**config.mk**
```make
export PLATFORM = sky130hd
export DESIGN_NAME = oled_cmd_decoder_flat
export DESIGN_NICKNAME = d
export VERILOG_FILES = /design/src/oled_cmd_pkg.sv /design/src/oled_link_if.sv /design/src/oled_cmd_decoder.sv /design/src/oled_cmd_length.sv /design/src/flat_wrapper.sv
export VERILOG_INCLUDE_DIRS = /design/src /design/src/src
export SDC_FILE = /design/constraint.sdc
export NUM_CORES = 1
export LEC_CHECK = 0
export ABC_AREA = 0
export BUFFER_PORTS_ARGS = -buffer_cell sky130_fd_sc_hd__buf_2
export CAP_MARGIN = 40
export CORE_MARGIN = 3
export CORE_UTILIZATION = 50
export DETAILED_ROUTE_END_ITERATION = 10
export PLACE_DENSITY = 0.76
export SYNTH_ARGS = -nofsm -noshare
export SYNTH_HDL_FRONTEND = slang
export SYNTH_HIERARCHICAL = 1
export SYNTH_SLANG_ARGS = --single-unit
```
**constraint.sdc**
```tcl
create_clock -name ref_clk_i -period 2.6 [get_ports ref_clk_i]
set_input_delay 0.13 -clock ref_clk_i [delete_from_list [all_inputs] [get_ports ref_clk_i]]
set_output_delay 0.13 -clock ref_clk_i [all_outputs]
set_load 0.02 [all_outputs]
```
**src/oled_cmd_map.svh**
```systemverilog
// Opcodes, reset values, field positions and register offsets of the display command decoder
`ifndef OLED_CMD_MAP_SVH
`define OLED_CMD_MAP_SVH

// ----------------------------------------------------------------
// Opcodes
// ----------------------------------------------------------------
`define OP_COL_WIN     8'h15
`define OP_ROW_WIN     8'h75
`define OP_CONTRAST    8'h81
`define OP_RANGE_QTR   8'h84
`define OP_RANGE_FULL  8'h86
`define OP_REMAP       8'ha0
`define OP_START_LINE  8'ha1
`define OP_OFFSET      8'ha2
`define OP_MODE_NORMAL 8'ha4
`define OP_MODE_INV    8'ha7
`define OP_MUX         8'ha8
`define OP_MASTER_CFG  8'had
`define OP_DISP_OFF    8'hae
`define OP_DISP_ON     8'haf
`define OP_PC_ENABLE   8'hb0
`define OP_PHASE       8'hb1
`define OP_ROW_PERIOD  8'hb2
`define OP_CLK_DIV     8'hb3
`define OP_PC_LEVEL    8'hb4
`define OP_GRAY_TABLE  8'hb8
`define OP_PC_VOLT     8'hbc
`define OP_COMH_VOLT   8'hbe
`define OP_SEGL_VOLT   8'hbf
`define OP_NOP         8'he3

// ----------------------------------------------------------------
// Parameter counts
// ----------------------------------------------------------------
`define LEN_NONE       4'h0
`define LEN_ONE        4'h1
`define LEN_TWO        4'h2
`define LEN_GRAY       4'h8

// ----------------------------------------------------------------
// Reset values
// ----------------------------------------------------------------
`define RST_COL_START  6'h00
`define RST_COL_END    6'h3f
`define RST_ROW_START  7'h00
`define RST_ROW_END    7'h4f
`define RST_CONTRAST   7'h40
`define RST_RANGE      2'h0
`define RST_REMAP      7'h00
`define RST_LINE       7'h00
`define RST_OFFSET     7'h00
`define RST_MODE       2'h0
`define RST_MUX        7'h4f
`define RST_MASTER     1'h1
`define RST_PC_EN      6'h08
`define RST_PHASE      8'h53
`define RST_ROW_PERIOD 8'h25
`define RST_CLK_DIV    8'h41
`define RST_PC_LEVEL   3'h0
`define RST_GRAY_LVL   3'h1
`define RST_PC_VOLT    8'h80
`define RST_COMH_VOLT  5'h1d
`define RST_SEGL_VOLT  4'he

// ----------------------------------------------------------------
// Limits and status layout
// ----------------------------------------------------------------
`define ROW_PERIOD_MIN 8'h02
`define ROW_PERIOD_MAX 8'h9e
`define STAT_OFF_BIT   6
`define NIBBLE_ZERO    4'h0

// ----------------------------------------------------------------
// Controller registers on AHB-Lite
// ----------------------------------------------------------------
`define REG_CMD        32'h0000_0000
`define REG_STAT       32'h0000_0004
`define STAT_BUSY_BIT  0
`define STAT_ERR_BIT   1
`define STAT_CFG_BIT   2
`define STAT_BYTE_LSB  8
`endif

```
**src/oled_cmd_pkg.sv**
```systemverilog
// Types shared by both ends of the display command link
package oled_cmd_pkg;

  typedef enum logic [1:0] {
    P_OPCODE = 2'b01,
    P_PARAM  = 2'b10
  } parse_t;

  typedef enum logic [1:0] {
    H_IDLE = 2'b01,
    H_WAIT = 2'b10
  } host_rd_t;

  typedef struct packed {
    logic [5:0]       col_start;
    logic [5:0]       col_end;
    logic [6:0]       row_start;
    logic [6:0]       row_end;
    logic [6:0]       contrast;
    logic [1:0]       cur_range;
    logic [6:0]       remap;
    logic [6:0]       start_line;
    logic [6:0]       offset;
    logic [1:0]       disp_mode;
    logic [6:0]       mux_ratio;
    logic             master_cfg;
    logic             disp_on;
    logic [5:0]       pc_enable;
    logic [3:0]       phase_two_length;
    logic [3:0]       phase_one_length;
    logic [7:0]       row_period;
    logic [7:0]       clk_div;
    logic [2:0]       pc_level;
    logic [14:0][2:0] gray_table;
    logic [7:0]       pc_volt;
    logic [4:0]       common_high_level;
    logic [3:0]       segment_low_level;
  } settings_t;

  typedef struct packed {
    settings_t        cfg;
    logic             master_pend;
    parse_t           parse;
    logic [7:0]       opcode;
    logic [3:0]       remain;
    logic [2:0]       idx;
    logic [7:0]       hold;
    logic [14:0][2:0] gray_stage;
    logic [7:0]       rdata;
    logic             rvalid;
  } dev_state_t;

  typedef struct packed {
    logic             a_valid;
    logic             a_write;
    logic             a_stat;
    logic [31:0]      hrdata;
    logic [3:0]       remain;
    logic [7:0]       opcode;
    logic             cfg_ok;
    logic             err;
    host_rd_t         rd_state;
    logic [7:0]       stat_byte;
    logic             wr;
    logic             rd;
    logic [7:0]       wdata;
  } host_state_t;

endpackage

```
**src/oled_link_if.sv**
```systemverilog
// Command link between the host controller and the display decoder
`timescale 1ns/1ps
interface oled_link_if;
  logic       wr_stb;
  logic       rd_stb;
  logic       data_sel;
  logic [7:0] wdata;
  logic [7:0] rdata;
  logic       rvalid;

  modport device (
    input  wr_stb,
    input  rd_stb,
    input  data_sel,
    input  wdata,
    output rdata,
    output rvalid
  );

  modport host (
    output wr_stb,
    output rd_stb,
    output data_sel,
    output wdata,
    input  rdata,
    input  rvalid
  );
endinterface

```
**src/oled_cmd_decoder.sv**
```systemverilog
// Display end: decodes command bytes into the panel settings
//
// Behaviour
// RULE_01: 15h sets column window start and end
// RULE_02: 75h sets row window start and end
// RULE_03: 81h sets contrast, reset 40h
// RULE_04: 84h-86h pick quarter, half, full current
// RULE_05: A0h sets remap bits, reset zero
// RULE_06: A1h loads display start line
// RULE_07: A2h sets vertical display offset
// RULE_08: A4h-A7h normal, all on, off, inverse
// RULE_09: A8h sets multiplex ratio minus one
// RULE_10: ADh supply bit applied at display on
// RULE_11: AEh display off and sleep, AFh on
// RULE_12: B0h sets precharge compensation enable
// RULE_13: B1h sets both phase lengths, nonzero
// RULE_14: B2h sets row period, reset 25h
// RULE_15: B3h sets clock divide and oscillator
// RULE_16: B4h sets precharge compensation level
// RULE_17: B8h loads fifteen gray levels
// RULE_18: BCh sets precharge voltage code
// RULE_19: BEh sets common high level code
// RULE_20: BFh sets segment low level code
// RULE_21: E3h changes nothing
// RULE_22: Status read shows display off in bit six
// RULE_23: Host sends only defined byte patterns
// RULE_24: Commit settings only after last parameter
//
// Decided for this implementation: the AHB-Lite slave port and the placing of the registers.
`timescale 1ns/1ps
`include "oled_cmd_map.svh"
module oled_cmd_decoder (
  input  wire logic                  ref_clk_i,
  input  wire logic                  rstn_i,
  oled_link_if.device                link,
  output logic                       cfg_active_o,
  output oled_cmd_pkg::settings_t    settings_o
);
  import oled_cmd_pkg::*;

  dev_state_t s_q;
  dev_state_t s_d;
  logic [3:0] len;
  logic       len_ok;
  logic       cmd_wr;
  logic       cfg_act_q;
  logic       cfg_act_d;

  // ----------------------------------------------------------------
  // Opcode length lookup
  // ----------------------------------------------------------------
  oled_cmd_length u_len (
    .opcode_i (link.wdata),
    .count_o  (len),
    .valid_o  (len_ok)
  );

  assign cmd_wr       = link.wr_stb && !link.data_sel;
  assign settings_o   = s_q.cfg;
  assign cfg_active_o = cfg_act_q;
  assign link.rdata   = s_q.rdata;
  assign link.rvalid  = s_q.rvalid;

  // ----------------------------------------------------------------
  // Reset defaults
  // ----------------------------------------------------------------
  function automatic dev_state_t reset_state();
    dev_state_t r;
    r                      = '0;
    r.cfg.col_start        = `RST_COL_START;                 // RULE_01
    r.cfg.col_end          = `RST_COL_END;                   // RULE_01
    r.cfg.row_start        = `RST_ROW_START;                 // RULE_02
    r.cfg.row_end          = `RST_ROW_END;                   // RULE_02
    r.cfg.contrast         = `RST_CONTRAST;                  // RULE_03
    r.cfg.cur_range        = `RST_RANGE;                     // RULE_04
    r.cfg.remap            = `RST_REMAP;                     // RULE_05
    r.cfg.start_line       = `RST_LINE;                      // RULE_06
    r.cfg.offset           = `RST_OFFSET;                    // RULE_07
    r.cfg.disp_mode        = `RST_MODE;                      // RULE_08
    r.cfg.mux_ratio        = `RST_MUX;                       // RULE_09
    r.cfg.master_cfg       = `RST_MASTER;                    // RULE_10
    r.master_pend          = `RST_MASTER;                    // RULE_10
    r.cfg.disp_on          = 1'b0;                           // RULE_11
    r.cfg.pc_enable        = `RST_PC_EN;                     // RULE_12
    {r.cfg.phase_two_length, r.cfg.phase_one_length} = `RST_PHASE; // RULE_13
    r.cfg.row_period       = `RST_ROW_PERIOD;                // RULE_14
    r.cfg.clk_div          = `RST_CLK_DIV;                   // RULE_15
    r.cfg.pc_level         = `RST_PC_LEVEL;                  // RULE_16
    for (int i = 0; i < 15; i++) begin
      r.cfg.gray_table[i] = `RST_GRAY_LVL;                   // RULE_17
      r.gray_stage[i]     = `RST_GRAY_LVL;
    end
    r.cfg.pc_volt           = `RST_PC_VOLT;                  // RULE_18
    r.cfg.common_high_level = `RST_COMH_VOLT;                // RULE_19
    r.cfg.segment_low_level = `RST_SEGL_VOLT;                // RULE_20
    r.parse                 = P_OPCODE;
    return r;
  endfunction

  // ----------------------------------------------------------------
  // Next state
  // ----------------------------------------------------------------
  always_comb begin
    int unsigned k;
    k         = 0;
    s_d       = s_q;
    cfg_act_d = cfg_act_q;
    s_d.rvalid = 1'b0;
    if (link.rd_stb && !link.data_sel) begin
      s_d.rdata                = '0;
      s_d.rdata[`STAT_OFF_BIT] = !s_q.cfg.disp_on;         // RULE_22
      s_d.rvalid               = 1'b1;
    end
    if (cmd_wr) begin
      case (s_q.parse)
        P_OPCODE: begin
          s_d.opcode = link.wdata;
          s_d.idx    = '0;
          if (!len_ok) begin
            s_d.parse = P_OPCODE;                              // RULE_23
          end else if (len != `LEN_NONE) begin
            s_d.parse  = P_PARAM;                              // RULE_24
            s_d.remain = len;
          end else if (link.wdata >= `OP_RANGE_QTR && link.wdata <= `OP_RANGE_FULL) begin
            s_d.cfg.cur_range = link.wdata[1:0];               // RULE_04
          end else if (link.wdata >= `OP_MODE_NORMAL && link.wdata <= `OP_MODE_INV) begin
            s_d.cfg.disp_mode = link.wdata[1:0];               // RULE_08
          end else if (link.wdata == `OP_DISP_OFF) begin
            s_d.cfg.disp_on = 1'b0;                            // RULE_11
          end else if (link.wdata == `OP_DISP_ON) begin
            s_d.cfg.disp_on    = 1'b1;                         // RULE_11
            s_d.cfg.master_cfg = s_q.master_pend;              // RULE_10
            cfg_act_d          = 1'b1;
          end else begin
            s_d.parse = P_OPCODE;                              // RULE_21
          end
        end
        P_PARAM: begin
          k          = 32'(s_q.idx);
          s_d.idx    = s_q.idx + 3'h1;
          s_d.remain = s_q.remain - 4'h1;                      // RULE_24
          if (s_q.idx == 3'h0) begin
            s_d.hold = link.wdata;
          end
          if (s_q.opcode == `OP_GRAY_TABLE) begin
            if (k == 0) begin
              s_d.gray_stage[0] = link.wdata[2:0];             // RULE_17
            end else begin
              s_d.gray_stage[2*k-1] = link.wdata[2:0];         // RULE_17
              s_d.gray_stage[2*k]   = link.wdata[6:4];         // RULE_17
            end
          end
          if (s_q.remain == `LEN_ONE) begin
            s_d.parse = P_OPCODE;
            if (s_q.opcode == `OP_COL_WIN) begin
              s_d.cfg.col_start = s_q.hold[5:0];               // RULE_01
              s_d.cfg.col_end   = link.wdata[5:0];             // RULE_01
            end else if (s_q.opcode == `OP_ROW_WIN) begin
              s_d.cfg.row_start = s_q.hold[6:0];               // RULE_02
              s_d.cfg.row_end   = link.wdata[6:0];             // RULE_02
            end else if (s_q.opcode == `OP_CONTRAST) begin
              s_d.cfg.contrast = link.wdata[6:0];              // RULE_03
            end else if (s_q.opcode == `OP_REMAP) begin
              s_d.cfg.remap = link.wdata[6:0];                 // RULE_05
            end else if (s_q.opcode == `OP_START_LINE) begin
              s_d.cfg.start_line = link.wdata[6:0];            // RULE_06
            end else if (s_q.opcode == `OP_OFFSET) begin
              s_d.cfg.offset = link.wdata[6:0];                // RULE_07
            end else if (s_q.opcode == `OP_MUX) begin
              s_d.cfg.mux_ratio = link.wdata[6:0];             // RULE_09
            end else if (s_q.opcode == `OP_MASTER_CFG) begin
              s_d.master_pend = link.wdata[0];                 // RULE_10
            end else if (s_q.opcode == `OP_PC_ENABLE) begin
              s_d.cfg.pc_enable = link.wdata[5:0];             // RULE_12
            end else if (s_q.opcode == `OP_PHASE) begin
              s_d.cfg.phase_one_length = link.wdata[3:0];      // RULE_13
              s_d.cfg.phase_two_length = link.wdata[7:4];      // RULE_13
            end else if (s_q.opcode == `OP_ROW_PERIOD) begin
              s_d.cfg.row_period = link.wdata;                 // RULE_14
            end else if (s_q.opcode == `OP_CLK_DIV) begin
              s_d.cfg.clk_div = link.wdata;                    // RULE_15
            end else if (s_q.opcode == `OP_PC_LEVEL) begin
              s_d.cfg.pc_level = link.wdata[2:0];              // RULE_16
            end else if (s_q.opcode == `OP_GRAY_TABLE) begin
              s_d.cfg.gray_table = s_d.gray_stage;             // RULE_17
            end else if (s_q.opcode == `OP_PC_VOLT) begin
              s_d.cfg.pc_volt = link.wdata;                    // RULE_18
            end else if (s_q.opcode == `OP_COMH_VOLT) begin
              s_d.cfg.common_high_level = link.wdata[4:0];     // RULE_19
            end else if (s_q.opcode == `OP_SEGL_VOLT) begin
              s_d.cfg.segment_low_level = link.wdata[3:0];     // RULE_20
            end
          end
        end
        default: begin
          s_d.parse = P_OPCODE;
        end
      endcase
    end
  end

  // ----------------------------------------------------------------
  // State register
  // ----------------------------------------------------------------
  always_ff @(posedge ref_clk_i) begin
    if (!rstn_i) begin
      s_q       <= reset_state();
      cfg_act_q <= 1'b0;
    end else begin
      s_q       <= s_d;
      cfg_act_q <= cfg_act_d;
    end
  end
endmodule

```
**src/oled_cmd_length.sv**
```systemverilog
// Parameter count lookup for one opcode byte
`timescale 1ns/1ps
`include "oled_cmd_map.svh"
module oled_cmd_length (
  input  wire logic [7:0] opcode_i,
  output logic      [3:0] count_o,
  output logic            valid_o
);
  always_comb begin
    valid_o = 1'b1;
    count_o = `LEN_ONE;
    if (opcode_i == `OP_COL_WIN || opcode_i == `OP_ROW_WIN) begin
      count_o = `LEN_TWO;
    end else if (opcode_i == `OP_GRAY_TABLE) begin
      count_o = `LEN_GRAY;
    end else if ((opcode_i >= `OP_RANGE_QTR && opcode_i <= `OP_RANGE_FULL)
                 || (opcode_i >= `OP_MODE_NORMAL && opcode_i <= `OP_MODE_INV)
                 || opcode_i == `OP_DISP_OFF || opcode_i == `OP_DISP_ON
                 || opcode_i == `OP_NOP) begin
      count_o = `LEN_NONE;
    end else if (opcode_i == `OP_CONTRAST || opcode_i == `OP_REMAP
                 || opcode_i == `OP_START_LINE || opcode_i == `OP_OFFSET
                 || opcode_i == `OP_MUX || opcode_i == `OP_MASTER_CFG
                 || (opcode_i >= `OP_PC_ENABLE && opcode_i <= `OP_PC_LEVEL)
                 || opcode_i == `OP_PC_VOLT || opcode_i == `OP_COMH_VOLT
                 || opcode_i == `OP_SEGL_VOLT) begin
      count_o = `LEN_ONE;
    end else begin
      valid_o = 1'b0;
    end
  end
endmodule

```
**src/flat_wrapper.sv**
```systemverilog
// flat-port wrapper written by rule: the top's interface ports become plain ports
module oled_cmd_decoder_flat import oled_cmd_pkg::*;
  (ref_clk_i, rstn_i, cfg_active_o, settings_o, link_wr_stb, link_rd_stb, link_data_sel, link_wdata, link_rdata, link_rvalid);
  oled_link_if link_i ();
  input  wire logic ref_clk_i;
  input  wire logic rstn_i;
  output logic cfg_active_o;
  output oled_cmd_pkg::settings_t settings_o;
  input wire logic [$bits(link_i.wr_stb)-1:0] link_wr_stb;
  input wire logic [$bits(link_i.rd_stb)-1:0] link_rd_stb;
  input wire logic [$bits(link_i.data_sel)-1:0] link_data_sel;
  input wire logic [$bits(link_i.wdata)-1:0] link_wdata;
  output wire logic [$bits(link_i.rdata)-1:0] link_rdata;
  output wire logic [$bits(link_i.rvalid)-1:0] link_rvalid;
  assign link_i.wr_stb = link_wr_stb;
  assign link_i.rd_stb = link_rd_stb;
  assign link_i.data_sel = link_data_sel;
  assign link_i.wdata = link_wdata;
  assign link_rdata = link_i.rdata;
  assign link_rvalid = link_i.rvalid;
  oled_cmd_decoder u_core (.ref_clk_i(ref_clk_i), .rstn_i(rstn_i), .link(link_i), .cfg_active_o(cfg_active_o), .settings_o(settings_o));
endmodule
```
* Word-level counts from Yosys, hierarchy flattened
Index checks and enable logic that the tools add are counted. Widths: inputs -> output; s select.
Storage, ports and cells: register bits 235, input bits 13, output and inout port bits 172, word-level logic and storage cells 220
Operators by class: add/subtract/negate cells 3, order comparisons 10, equal/unequal tests 42, mux-type cells 30, bitwise logic cells 20, reductions and logical operators 54
Operator list (count):
- $eq 8x8->1 const B | 28
- $bwmux 45 | 2
- $mux 45 | 1
- $mux 42 | 1
- $ge 32x1->1 const B | 1
- $lt 32x5->1 const B | 1
- $ge 8x8->1 const B | 3
- $le 8x8->1 const B | 3
- $not 1->1 | 20
- $reduce_and 20->1 | 1
- $reduce_and 19->1 | 1
- $reduce_and 18->1 | 1
- $reduce_and 6->1 | 3
- $reduce_and 17->1 | 1
- $eq 8x5->1 const B | 2
- $eq 8x7->1 const B | 2
- $mux 4 | 4
- $ne 4x4->1 const B | 4
- $reduce_and 16->1 | 1
- $reduce_and 8->1 | 2
- $reduce_and 15->1 | 1
- $logic_or 1x1->1 | 14
- $mux 2 | 7
- $pmux 7 s2 | 1
- 30 further kinds | 54

* Depth between registers and ports, before layout
Gate-level depths: netlist (run 1).
word-level depth 16, mapped depth 10, mapped depth without buffers 10

* Cells and area by module
The synthesis (run 1) kept the hierarchy.
Modules (own cells, without submodules):
- oled_cmd_decoder | times used 1, cells an instance 1278, area an instance 11194.5 µm², seq. area each 4704.5 µm²
- oled_cmd_length | times used 1, cells an instance 32, area an instance 209.0 µm², seq. area each 0.0 µm²

* Worst setup path before layout (run 1)
OpenSTA, ideal clock, no wires.
path kind register -> register, start register u_core/s_q[63] (netlist name), end register u_core/s_q[31] (netlist name), library setup time 124 ps, arrival time 2173 ps, data required time 2476 ps, path slack 303 ps, stages on the path, launching flop included 10, path buffers 2, clock period less this slack 2297 ps, cells stage by stage dfxtp_1 clkbuf_1 inv_1 ha_1 nor3_1 a22oi_1 or4_1 clkbuf_1 nand3_1 o21ai_0
On the way: longest elaborated chain between the ends 9, elaborated cells between the ends (all ways) 11, classes of those cells add/sub: 1; order compare: 2; mux: 6; reduce/logical: 2
RTL lines:
- start: declaration | line oled_cmd_decoder.sv:41 | dev_state_t s_q;
- start signal: assignment | line oled_cmd_decoder.sv:207 | s_q <= reset_state();
- $sub 4x1->5 | line oled_cmd_decoder.sv:149 | s_d.gray_stage[2*k-1] = link.wdata[2:0];
- $ge 32x1->1 (not written as such) or $lt 32x5->1 (tied branches) | line oled_cmd_decoder.sv:149
- $logic_and 1x1->1 (not written as such) | line oled_cmd_decoder.sv:149
- $mux 3 (not written as such) | line oled_cmd_decoder.sv:149
- $demux 3 s4
- $bwmux 45 | line oled_cmd_decoder.sv:149
- $bwmux 45 | line oled_cmd_decoder.sv:150 | s_d.gray_stage[2*k] = link.wdata[6:4];
- $mux 42 * | line oled_cmd_decoder.sv:146 | if (k == 0) begin
- $mux 45 * | line oled_cmd_decoder.sv:145 | if (s_q.opcode == `OP_GRAY_TABLE) begin
Mark *: on every way between the ends. The rest lies on a longest branch, timed or not. A chain may end at the register's enable or synchronous reset.

* Final worst setup path (run 1)
start input port link_wdata[3], end register u_core/s_q[65] (netlist name)
On the way: elaborated cells between the ends (all ways) 52, classes of those cells order compare: 6; eq/ne: 17; mux: 10; reduce/logical: 19
RTL lines:
- start: declaration | line flat_wrapper.sv:12 | input wire logic [$bits(link_i.wdata)-1:0] link_wdata;
- $ge 8x8->1 (no line) or $le 8x8->1 (tied branches)
- $logic_and 1x1->1 (no line)
- $logic_or 1x1->1 | line oled_cmd_length.sv:16 | end else if ((opcode_i >= `OP_RANGE_QTR && opcode_i <= `OP_RANGE_FULL)
- $logic_or 1x1->1 (no line) (3 in series)
- $mux 1 | line oled_cmd_length.sv:16
- $mux 4 | line oled_cmd_length.sv:14 | end else if (opcode_i == `OP_GRAY_TABLE) begin
- $mux 4 * | line oled_cmd_length.sv:12 | if (opcode_i == `OP_COL_WIN || opcode_i == `OP_ROW_WIN) begin
- named net u_core.len[0] | line oled_cmd_decoder.sv:43 | logic [3:0] len;
- $reduce_bool 4->1 (no line) or $mux 4 (tied branches)
- $ne 2x1->1 (no line) or $mux 4 (tied branches)
- $reduce_and 4->1 (no line) or $pmux 7 s2 (tied branches)
Mark *: on every way through the listed nets, which the timed path passes. The rest lies on a longest branch. The select of a mux whose other input is x is not followed.

==> results.sh, run 1 <==
export IMPL_outcome="completed"
export IMPL_ys_flop_type="dfxtp_1"
export IMPL_min_period_ps=2410
export IMPL_cts_buffer_depth=3
export IMPL_grtUsageTotal_pct=20.9
export IMPL_clk_latency_ps=520
export IMPL_numPortBuffers=177
export IMPL_finalCritPeriodShare_pct=92.7
export IMPL_ant_nets=0
export IMPL_synth_cell_types=66
export IMPL_synth_most_common_cell="dfxtp_1"
export IMPL_maxSlewHeadroom_pct=55.9
export IMPL_overflow=0
export IMPL_worstPathRequired_ps=3000
export IMPL_syn_area_um2=11400
export IMPL_n_antenna_cell=0
export IMPL_r2r_start="u_core/s_q[66]"
export IMPL_post_cts_buffers=0
export IMPL_cts_tree="yes"
export IMPL_critPathKind="input port to flip-flop"
export IMPL_hold_viol_final=0
export IMPL_first_global_vias=8241
export IMPL_synth_top_area_share_pct=41.3
export IMPL_combPwrFrac_pct=4.1
export IMPL_min_delay_path_class="input port to flip-flop"
export IMPL_area_growth_pct=7.24
export IMPL_clock_sinks=235
export IMPL_share_seq_of_total_power_pct=48.7
export IMPL_synth_largest_area_cell="dfxtp_1"
export IMPL_core_um2=22100
export IMPL_instances_no_fill=1604
export IMPL_ctsRootBufferMaster="clkbuf_16"
export IMPL_synthTopCellsByCount="dfxtp_1, buf_4, nand2_1, mux2i_1, nand3_1"
export IMPL_slowest_stage="dlygate4sd3_1"
export IMPL_worst_r2r_setup_slack_ps=290
export IMPL_vias_per_cell=5.46
export IMPL_synth_seq_cells=235
export IMPL_gp_congestion=0.871
export IMPL_min_to="u_core/link.rvalid"
export IMPL_num_rows=54
export IMPL_synth_warnings=6
export IMPL_totalWireLength_mm=27.2
export IMPL_worst_pin_slew_ps=659
export IMPL_dieArea_um2=24700
export IMPL_p_leak_nw=5.21
export IMPL_die_h_um=157
export IMPL_synth_area_per_cell_um2=8.70
export IMPL_slew_violations=0
export IMPL_worstSetupStartpointType="input port"
export IMPL_chipWidth_um=157
export IMPL_htreeDepth=1
export IMPL_via_count=8755
export IMPL_rsz0062_at_grt="no"
export IMPL_clk_pin_slew_ps=60
export IMPL_dp_hpwl_mm=18.5
export IMPL_min_delay_path_depth=3
export IMPL_p_clk_share_pct=47.2
export IMPL_p_per_area_nw_per_um2=609
export IMPL_power_switching_mw=1.65
export IMPL_antenna_found_initial=0
export IMPL_synthCells=1310
export IMPL_hp_start="link_data_sel"
export IMPL_drtPass1Iterations=5
export IMPL_ys_seq_area_share_pct=41.3
export IMPL_cp_cell_sequence="dlygate4sd3_1 > buf_2 > inv_1 > o21ai_0 > nor4_1 > nor4_2 > o211ai_2 > and2_1 > nor2b_1 > o21ai_2 > o21bai_1 > a21oi_1"
export IMPL_critPathArrivalTime_ps=2810
export IMPL_grt_pass1_wl_mm=42.3
export IMPL_placed_cells=1559
export IMPL_r2r_end="u_core/settings_o[3]"
export IMPL_drt_iter0_markers=744
export IMPL_p_int_mw=5.80
export IMPL_setup_slack_ps=189
export IMPL_initial_core_util_pct=51.6
export IMPL_fill_cells=2010
export IMPL_sw_frac_of_total_pct=22.2
export IMPL_post_place_ws_ps=56.4
export IMPL_io_pins=185
export IMPL_cts_buffers=24
export IMPL_finalSetupViolCount=0
export IMPL_max_freq_ghz=0.415
export IMPL_setup_tns_ps=0
export IMPL_ys_top_cells_by_area="dfxtp_1, buf_4, mux2i_1"
export IMPL_max_stage_delay_ps=550
export IMPL_async_reset_ff_share_pct=0
export IMPL_grt_max_degree=75
export IMPL_rr_worst_depth=8
export IMPL_totalPowerFinal_mw=7.45
export IMPL_synth_edf_count=0
export IMPL_peakVddDrop_uv=408
export IMPL_nets=1327
export IMPL_drive_gt1_share_pct=22.3
export IMPL_place_area_um2=11400
export IMPL_finalInstanceArea_um2=12200
export IMPL_cap_violations=0
export IMPL_clock_skew_ps=12.8
export IMPL_drc_errors=0
export IMPL_cp_max_fo=8
export IMPL_critical_path_endpoint_type="flip-flop"
export IMPL_wl_per_cell_um=16.9
## layout by cell type, fill, tap and decap left out, drive strengths merged, types with 3 or more instances in the layout
cell type and count:
nand4b 4, nor3 17, nor2b 67, o22ai 5, or3 5, o211ai 8
a31oi 8, conb 8, and3 8, nand2 164, clkinv 8, a22oi 3
ha 7, a21oi 47, a21boi 47, a211oi 13, nand4 11, or4 3
and2 3, clkbuf 33, buf 221, nand3b 4, o21ai 85, nor4 14
inv 21, nor2 30, dfxtp 235, nand3 94, mux2i 100, nand2b 11
nor3b 9, and4 3
## worst max-delay path by stage
stage | from | to | slack [ps] | depth (start not counted)
global placement | link_wdata[5] | u_core/s_q[65] | 150 | 11
finish | link_wdata[3] | u_core/s_q[65] | 190 | 12
CTS | link_wdata[3] | u_core/s_q[65] | 160 | 11
global route | link_wdata[3] | u_core/s_q[65] | 40 | 12
floorplan | u_core/s_q[63] | u_core/s_q[31] | 300 | 9
detailed placement | link_wdata[5] | u_core/s_q[65] | 60 | 11
## metrics by stage
stage               hold WS (ps)  utilization (%)
finish                      51.2             55.4
global route                70.8             55.4
detailed placement           451             51.5
floorplan                    255                -
CTS                         42.3             55.3
global placement             442             51.5
## power by group through the flow
stage	sequential, mW	combinational [mW]	clock (mW)
after detailed placement	3.70	0.295	0
after global placement	3.70	0.291	0
final	3.63	0.304	3.52
after floorplan	3.70	0.210	0
after CTS	3.62	0.299	3.60
after global routing	3.62	0.325	3.72
## flip-flops by register name (all words and copies together) (netlist names)
register             flops
u_core/link.rvalid       1
u_core/settings_o      162
u_core/s_q              70
u_core/cfg_active_o      1
u_core/link.rdata        1
## area by class of cell
| type | instances | area, um2 | share of cell area (%) |
|---|---|---|---|
| clock buffers | 33 | 704 | 5.76 |
| clock inverters | 10 | 114 | 0.931 |
| inverters | 22 | 82.6 | 0.675 |
| multi-input cells | 801 | 5010 | 40.9 |
| flip-flops and latches | 235 | 4700 | 38.5 |
| well taps | 280 | 350 | 2.86 |
| repair buffers | 223 | 1270 | 10.4 |
## cells by family (layout without fill, tap and decap cells)
kind of cell / count (synthesis) / count (layout) / share of synthesized area, %
fa+ha+maj: 7 / 7 / 0.768
xor+xnor: 2 / 2 / 0.154
simple gates: 458 / 458 / 21.8
flops: 235 / 235 / 41.3
compound gates: 226 / 226 / 12.0
mux: 100 / 100 / 8.78
buf+inv: 280 / 288 / 15.1
other cells: 2 / 8 / 0.0659
## repair_timing
item                                   4_1_cts  5_1_grt
gates resized for setup                      0        2
endpoints found under the hold margin       12        0
hold buffers                                 2        0
setup endpoints to repair                    0        6
## routing by layer
layer,global-route usage [%],vias up,wire (um)
li1,-,4314,-
met1,27.3,4115,12100
met2,36.0,282,12800
met3,3.38,44,1580
met4,5.83,0,646
met5,0,-,0
## critical path, delay by kind of cell
family | cells | cell delay, ps
buf+inv | 3 | 860
compound gates | 5 | 910
simple gates | 4 | 910
(Power assumes the default switching activity.)
==> run 2: changes to the inputs <==
--- a/config.mk
+++ b/config.mk
@@ -10,10 +10,9 @@
 export BUFFER_PORTS_ARGS = -buffer_cell sky130_fd_sc_hd__buf_2
 export CAP_MARGIN = 40
 export CORE_MARGIN = 3
-export CORE_UTILIZATION = 50
+export CORE_UTILIZATION = 35
 export DETAILED_ROUTE_END_ITERATION = 10
-export PLACE_DENSITY = 0.76
+export PLACE_DENSITY = 0.58
 export SYNTH_ARGS = -nofsm -noshare
 export SYNTH_HDL_FRONTEND = slang
-export SYNTH_HIERARCHICAL = 1
 export SYNTH_SLANG_ARGS = --single-unit
==> run 2 against run 1 <==
Compared with the run above: clock power up 12%; wire length grew 11%; power is 5.9% higher; via count fell by 5.5%; flip-flop and latch count unchanged; final cell count is 8.9% higher; hold slack got worse by 21 ps; clock skew decreased by 2.9 ps; clock-buffer cell count grew 7; non-clock buffer count is 9 higher; critical endpoint is now u_core.s_q[42]; largest power group is now the clock network; highest routed layer is now met5.
==> results.sh, run 2 <==
export IMPL_outcome="completed"
export IMPL_numPortBuffers=177
export IMPL_synth_warnings=0
export IMPL_nets=1310
export IMPL_drt_iter0_markers=330
export IMPL_maxSlewHeadroom_pct=57.8
export IMPL_cp_max_fo=8
export IMPL_initial_core_util_pct=35.8
export IMPL_post_cts_buffers=0
export IMPL_drc_errors=0
export IMPL_synth_edf_count=0
export IMPL_max_freq_ghz=0.419
export IMPL_core_um2=31900
export IMPL_critical_path_endpoint_type="flip-flop"
export IMPL_final_cell_mix="dfxtp_1, nand2_1, buf_2, mux2i_1, nor2b_1"
export IMPL_area_growth_pct=10.7
export IMPL_worstPathRequired_ps=3010
export IMPL_hold_ws_ps=30.5
export IMPL_synth_seq_cells=235
export IMPL_worstSetupStartpointType="flip-flop"
export IMPL_p_per_area_nw_per_um2=623
export IMPL_peakVddDrop_uv=870
export IMPL_drtPass1Iterations=4
export IMPL_totalPowerFinal_mw=7.89
export IMPL_worst_pin_slew_ps=616
export IMPL_syn_area_um2=11400
export IMPL_p_leak_nw=5.20
export IMPL_chipWidth_um=187
export IMPL_clock_skew_ps=9.91
export IMPL_setup_tns_ps=0
export IMPL_wl_per_cell_um=17.2
export IMPL_drive_gt1_share_pct=22.4
export IMPL_n_antenna_cell=0
export IMPL_cts_tree="yes"
export IMPL_async_reset_ff_share_pct=0
export IMPL_dieArea_um2=34900
export IMPL_synth_top_area_share_pct=41.2
export IMPL_slowest_stage="or4b_1"
export IMPL_clk_pin_slew_ps=60
export IMPL_vias_per_cell=4.74
export IMPL_synth_cell_types=62
export IMPL_cts_buffer_depth=3
export IMPL_finalSetupViolCount=0
export IMPL_slew_violations=0
export IMPL_cp_cell_sequence="or4b_1 > nor3_2 > nand3_1 > nor2_2 > mux2i_1 > nand2_1"
export IMPL_rsz0062_at_grt="no"
export IMPL_largest_reg_flops=162
export IMPL_clk_latency_ps=550
export IMPL_critPathKind="flip-flop to flip-flop"
export IMPL_ys_seq_area_share_pct=41.2
export IMPL_ys_top_cells_by_area="dfxtp_1, mux2i_1, buf_4"
export IMPL_min_delay_path_class="input port to flip-flop"
export IMPL_placed_cells=1687
export IMPL_min_period_ps=2390
export IMPL_final_common_cell="dfxtp_1"
export IMPL_critPathArrivalTime_ps=2800
export IMPL_ctsRootBufferMaster="clkbuf_16"
export IMPL_gp_congestion=0.847
export IMPL_cap_violations=0
export IMPL_grt_pass1_wl_mm=47.0
export IMPL_htreeDepth=1
export IMPL_synth_area_per_cell_um2=8.93
export IMPL_num_rows=65
export IMPL_fin_util_pct=39.7
export IMPL_clock_sinks=235
export IMPL_synthTopCellsByCount="dfxtp_1, nand2_1, buf_4, mux2i_1, nor2b_1"
export IMPL_die_h_um=187
export IMPL_finalCritPeriodShare_pct=91.9
export IMPL_first_global_vias=7944
export IMPL_grtUsageTotal_pct=16.6
export IMPL_dp_hpwl_mm=20.4
export IMPL_grt_max_degree=86
export IMPL_max_stage_delay_ps=730
export IMPL_totalWireLength_mm=30.0
export IMPL_via_count=8273
export IMPL_overflow=0
export IMPL_io_pins=185
export IMPL_cts_buffers=28
export IMPL_antenna_found_initial=1
export IMPL_hold_viol_final=0
export IMPL_ys_flop_type="dfxtp_1"
export IMPL_synthCells=1280
export IMPL_synth_most_common_cell="dfxtp_1"
export IMPL_synth_largest_area_cell="dfxtp_1"
export IMPL_instances_no_fill=1747
export IMPL_ant_nets=0
==> run 2: cell count changes in the layout (fill, tap and decap cells not counted), moves of 28 or more <==
| cell | delta |
|---|---|
| and2_1 | +30 |
| mux2i_1 | +40 |
| a21oi_1 | -28 |
| nand3_1 | -54 |
==> run 2: where the power goes <==
group / switching, mW / leakage (nW) / internal [mW]
combinational: 0.209 / 2.85 / 0.0935
sequential: 0.0104 / 1.90 / 3.61
clock: 1.58 / 0.453 / 2.38
total: 1.80 / 5.20 / 6.09
==> run 2: path summary, 6_finish.rpt <==
path | slack, ps | endpoint | start | cells past startpoint
worst max-delay path | 210 | u_core.s_q[42] | u_core.s_q[72] | 6
worst min-delay path | 30 | u_core.link.rdata[6] | link_rd_stb | 4
worst max register to register | 210 | u_core.s_q[42] | u_core.s_q[72] | 6
worst min register to register | 460 | u_core.settings_o[148] | u_core.settings_o[148] | 2
==> run 2: cell type report <==
type | instances | area [um2]
Tap cell | 435 | 544
Multi-Input combinational cell | 780 | 5060
Inverter | 13 | 48.8
Clock buffer | 40 | 776
Sequential cell | 235 | 4700
Clock inverter | 12 | 161
Fill cell | 3223 | 19200
Timing Repair Buffer | 232 | 1350
==> run 2: cells by family (layout without fill, tap and decap cells) <==
family | Yosys count | count (layout) | synth area share [%]
AND/OR/NAND/NOR | 450 | 450 | 21.0
AO/OA/AOI/OAI | 174 | 174 | 9.79
multiplexers | 140 | 140 | 12.3
adder cells (fa/ha/maj) | 7 | 7 | 0.766
flip-flops | 235 | 235 | 41.2
XOR/XNOR | 2 | 2 | 0.219
other | 1 | 7 | 0.0328
buffers and inverters | 271 | 297 | 14.8
==> run 2: timing repair <==
item,4_1_cts,5_1_grt
gates resized for setup,0,0
hold buffers,8,0
hold endpoints to repair,16,0
endpoints found under the setup margin,0,0
==> run 2: layer usage <==
layer  part of all wire, %  wire length [um]  GRT usage, %
met2                    44             13200          25.8
met1                    47             14100          23.1
met4                   1.7               509          3.31
met5                 0.043                13             0
met3                   7.5              2240          4.79
==> run 2: critical path, delay by kind of cell, from the launching register on <==
| kind | cells | cell delay [ps] |
|---|---|---|
| flip-flops | 1 | 470 |
| multiplexers | 1 | 210 |
| AND/OR/NAND/NOR | 5 | 1580 |
==> run 2: per-stage QoR <==
stage	instance area, um2	worst slack [ps]
2_1_floorplan	11400	265
3_3_place_gp	11600	261
3_5_place_dp	11600	237
4_1_cts	12600	211
5_1_grt	12600	22.4
6_report	12600	211
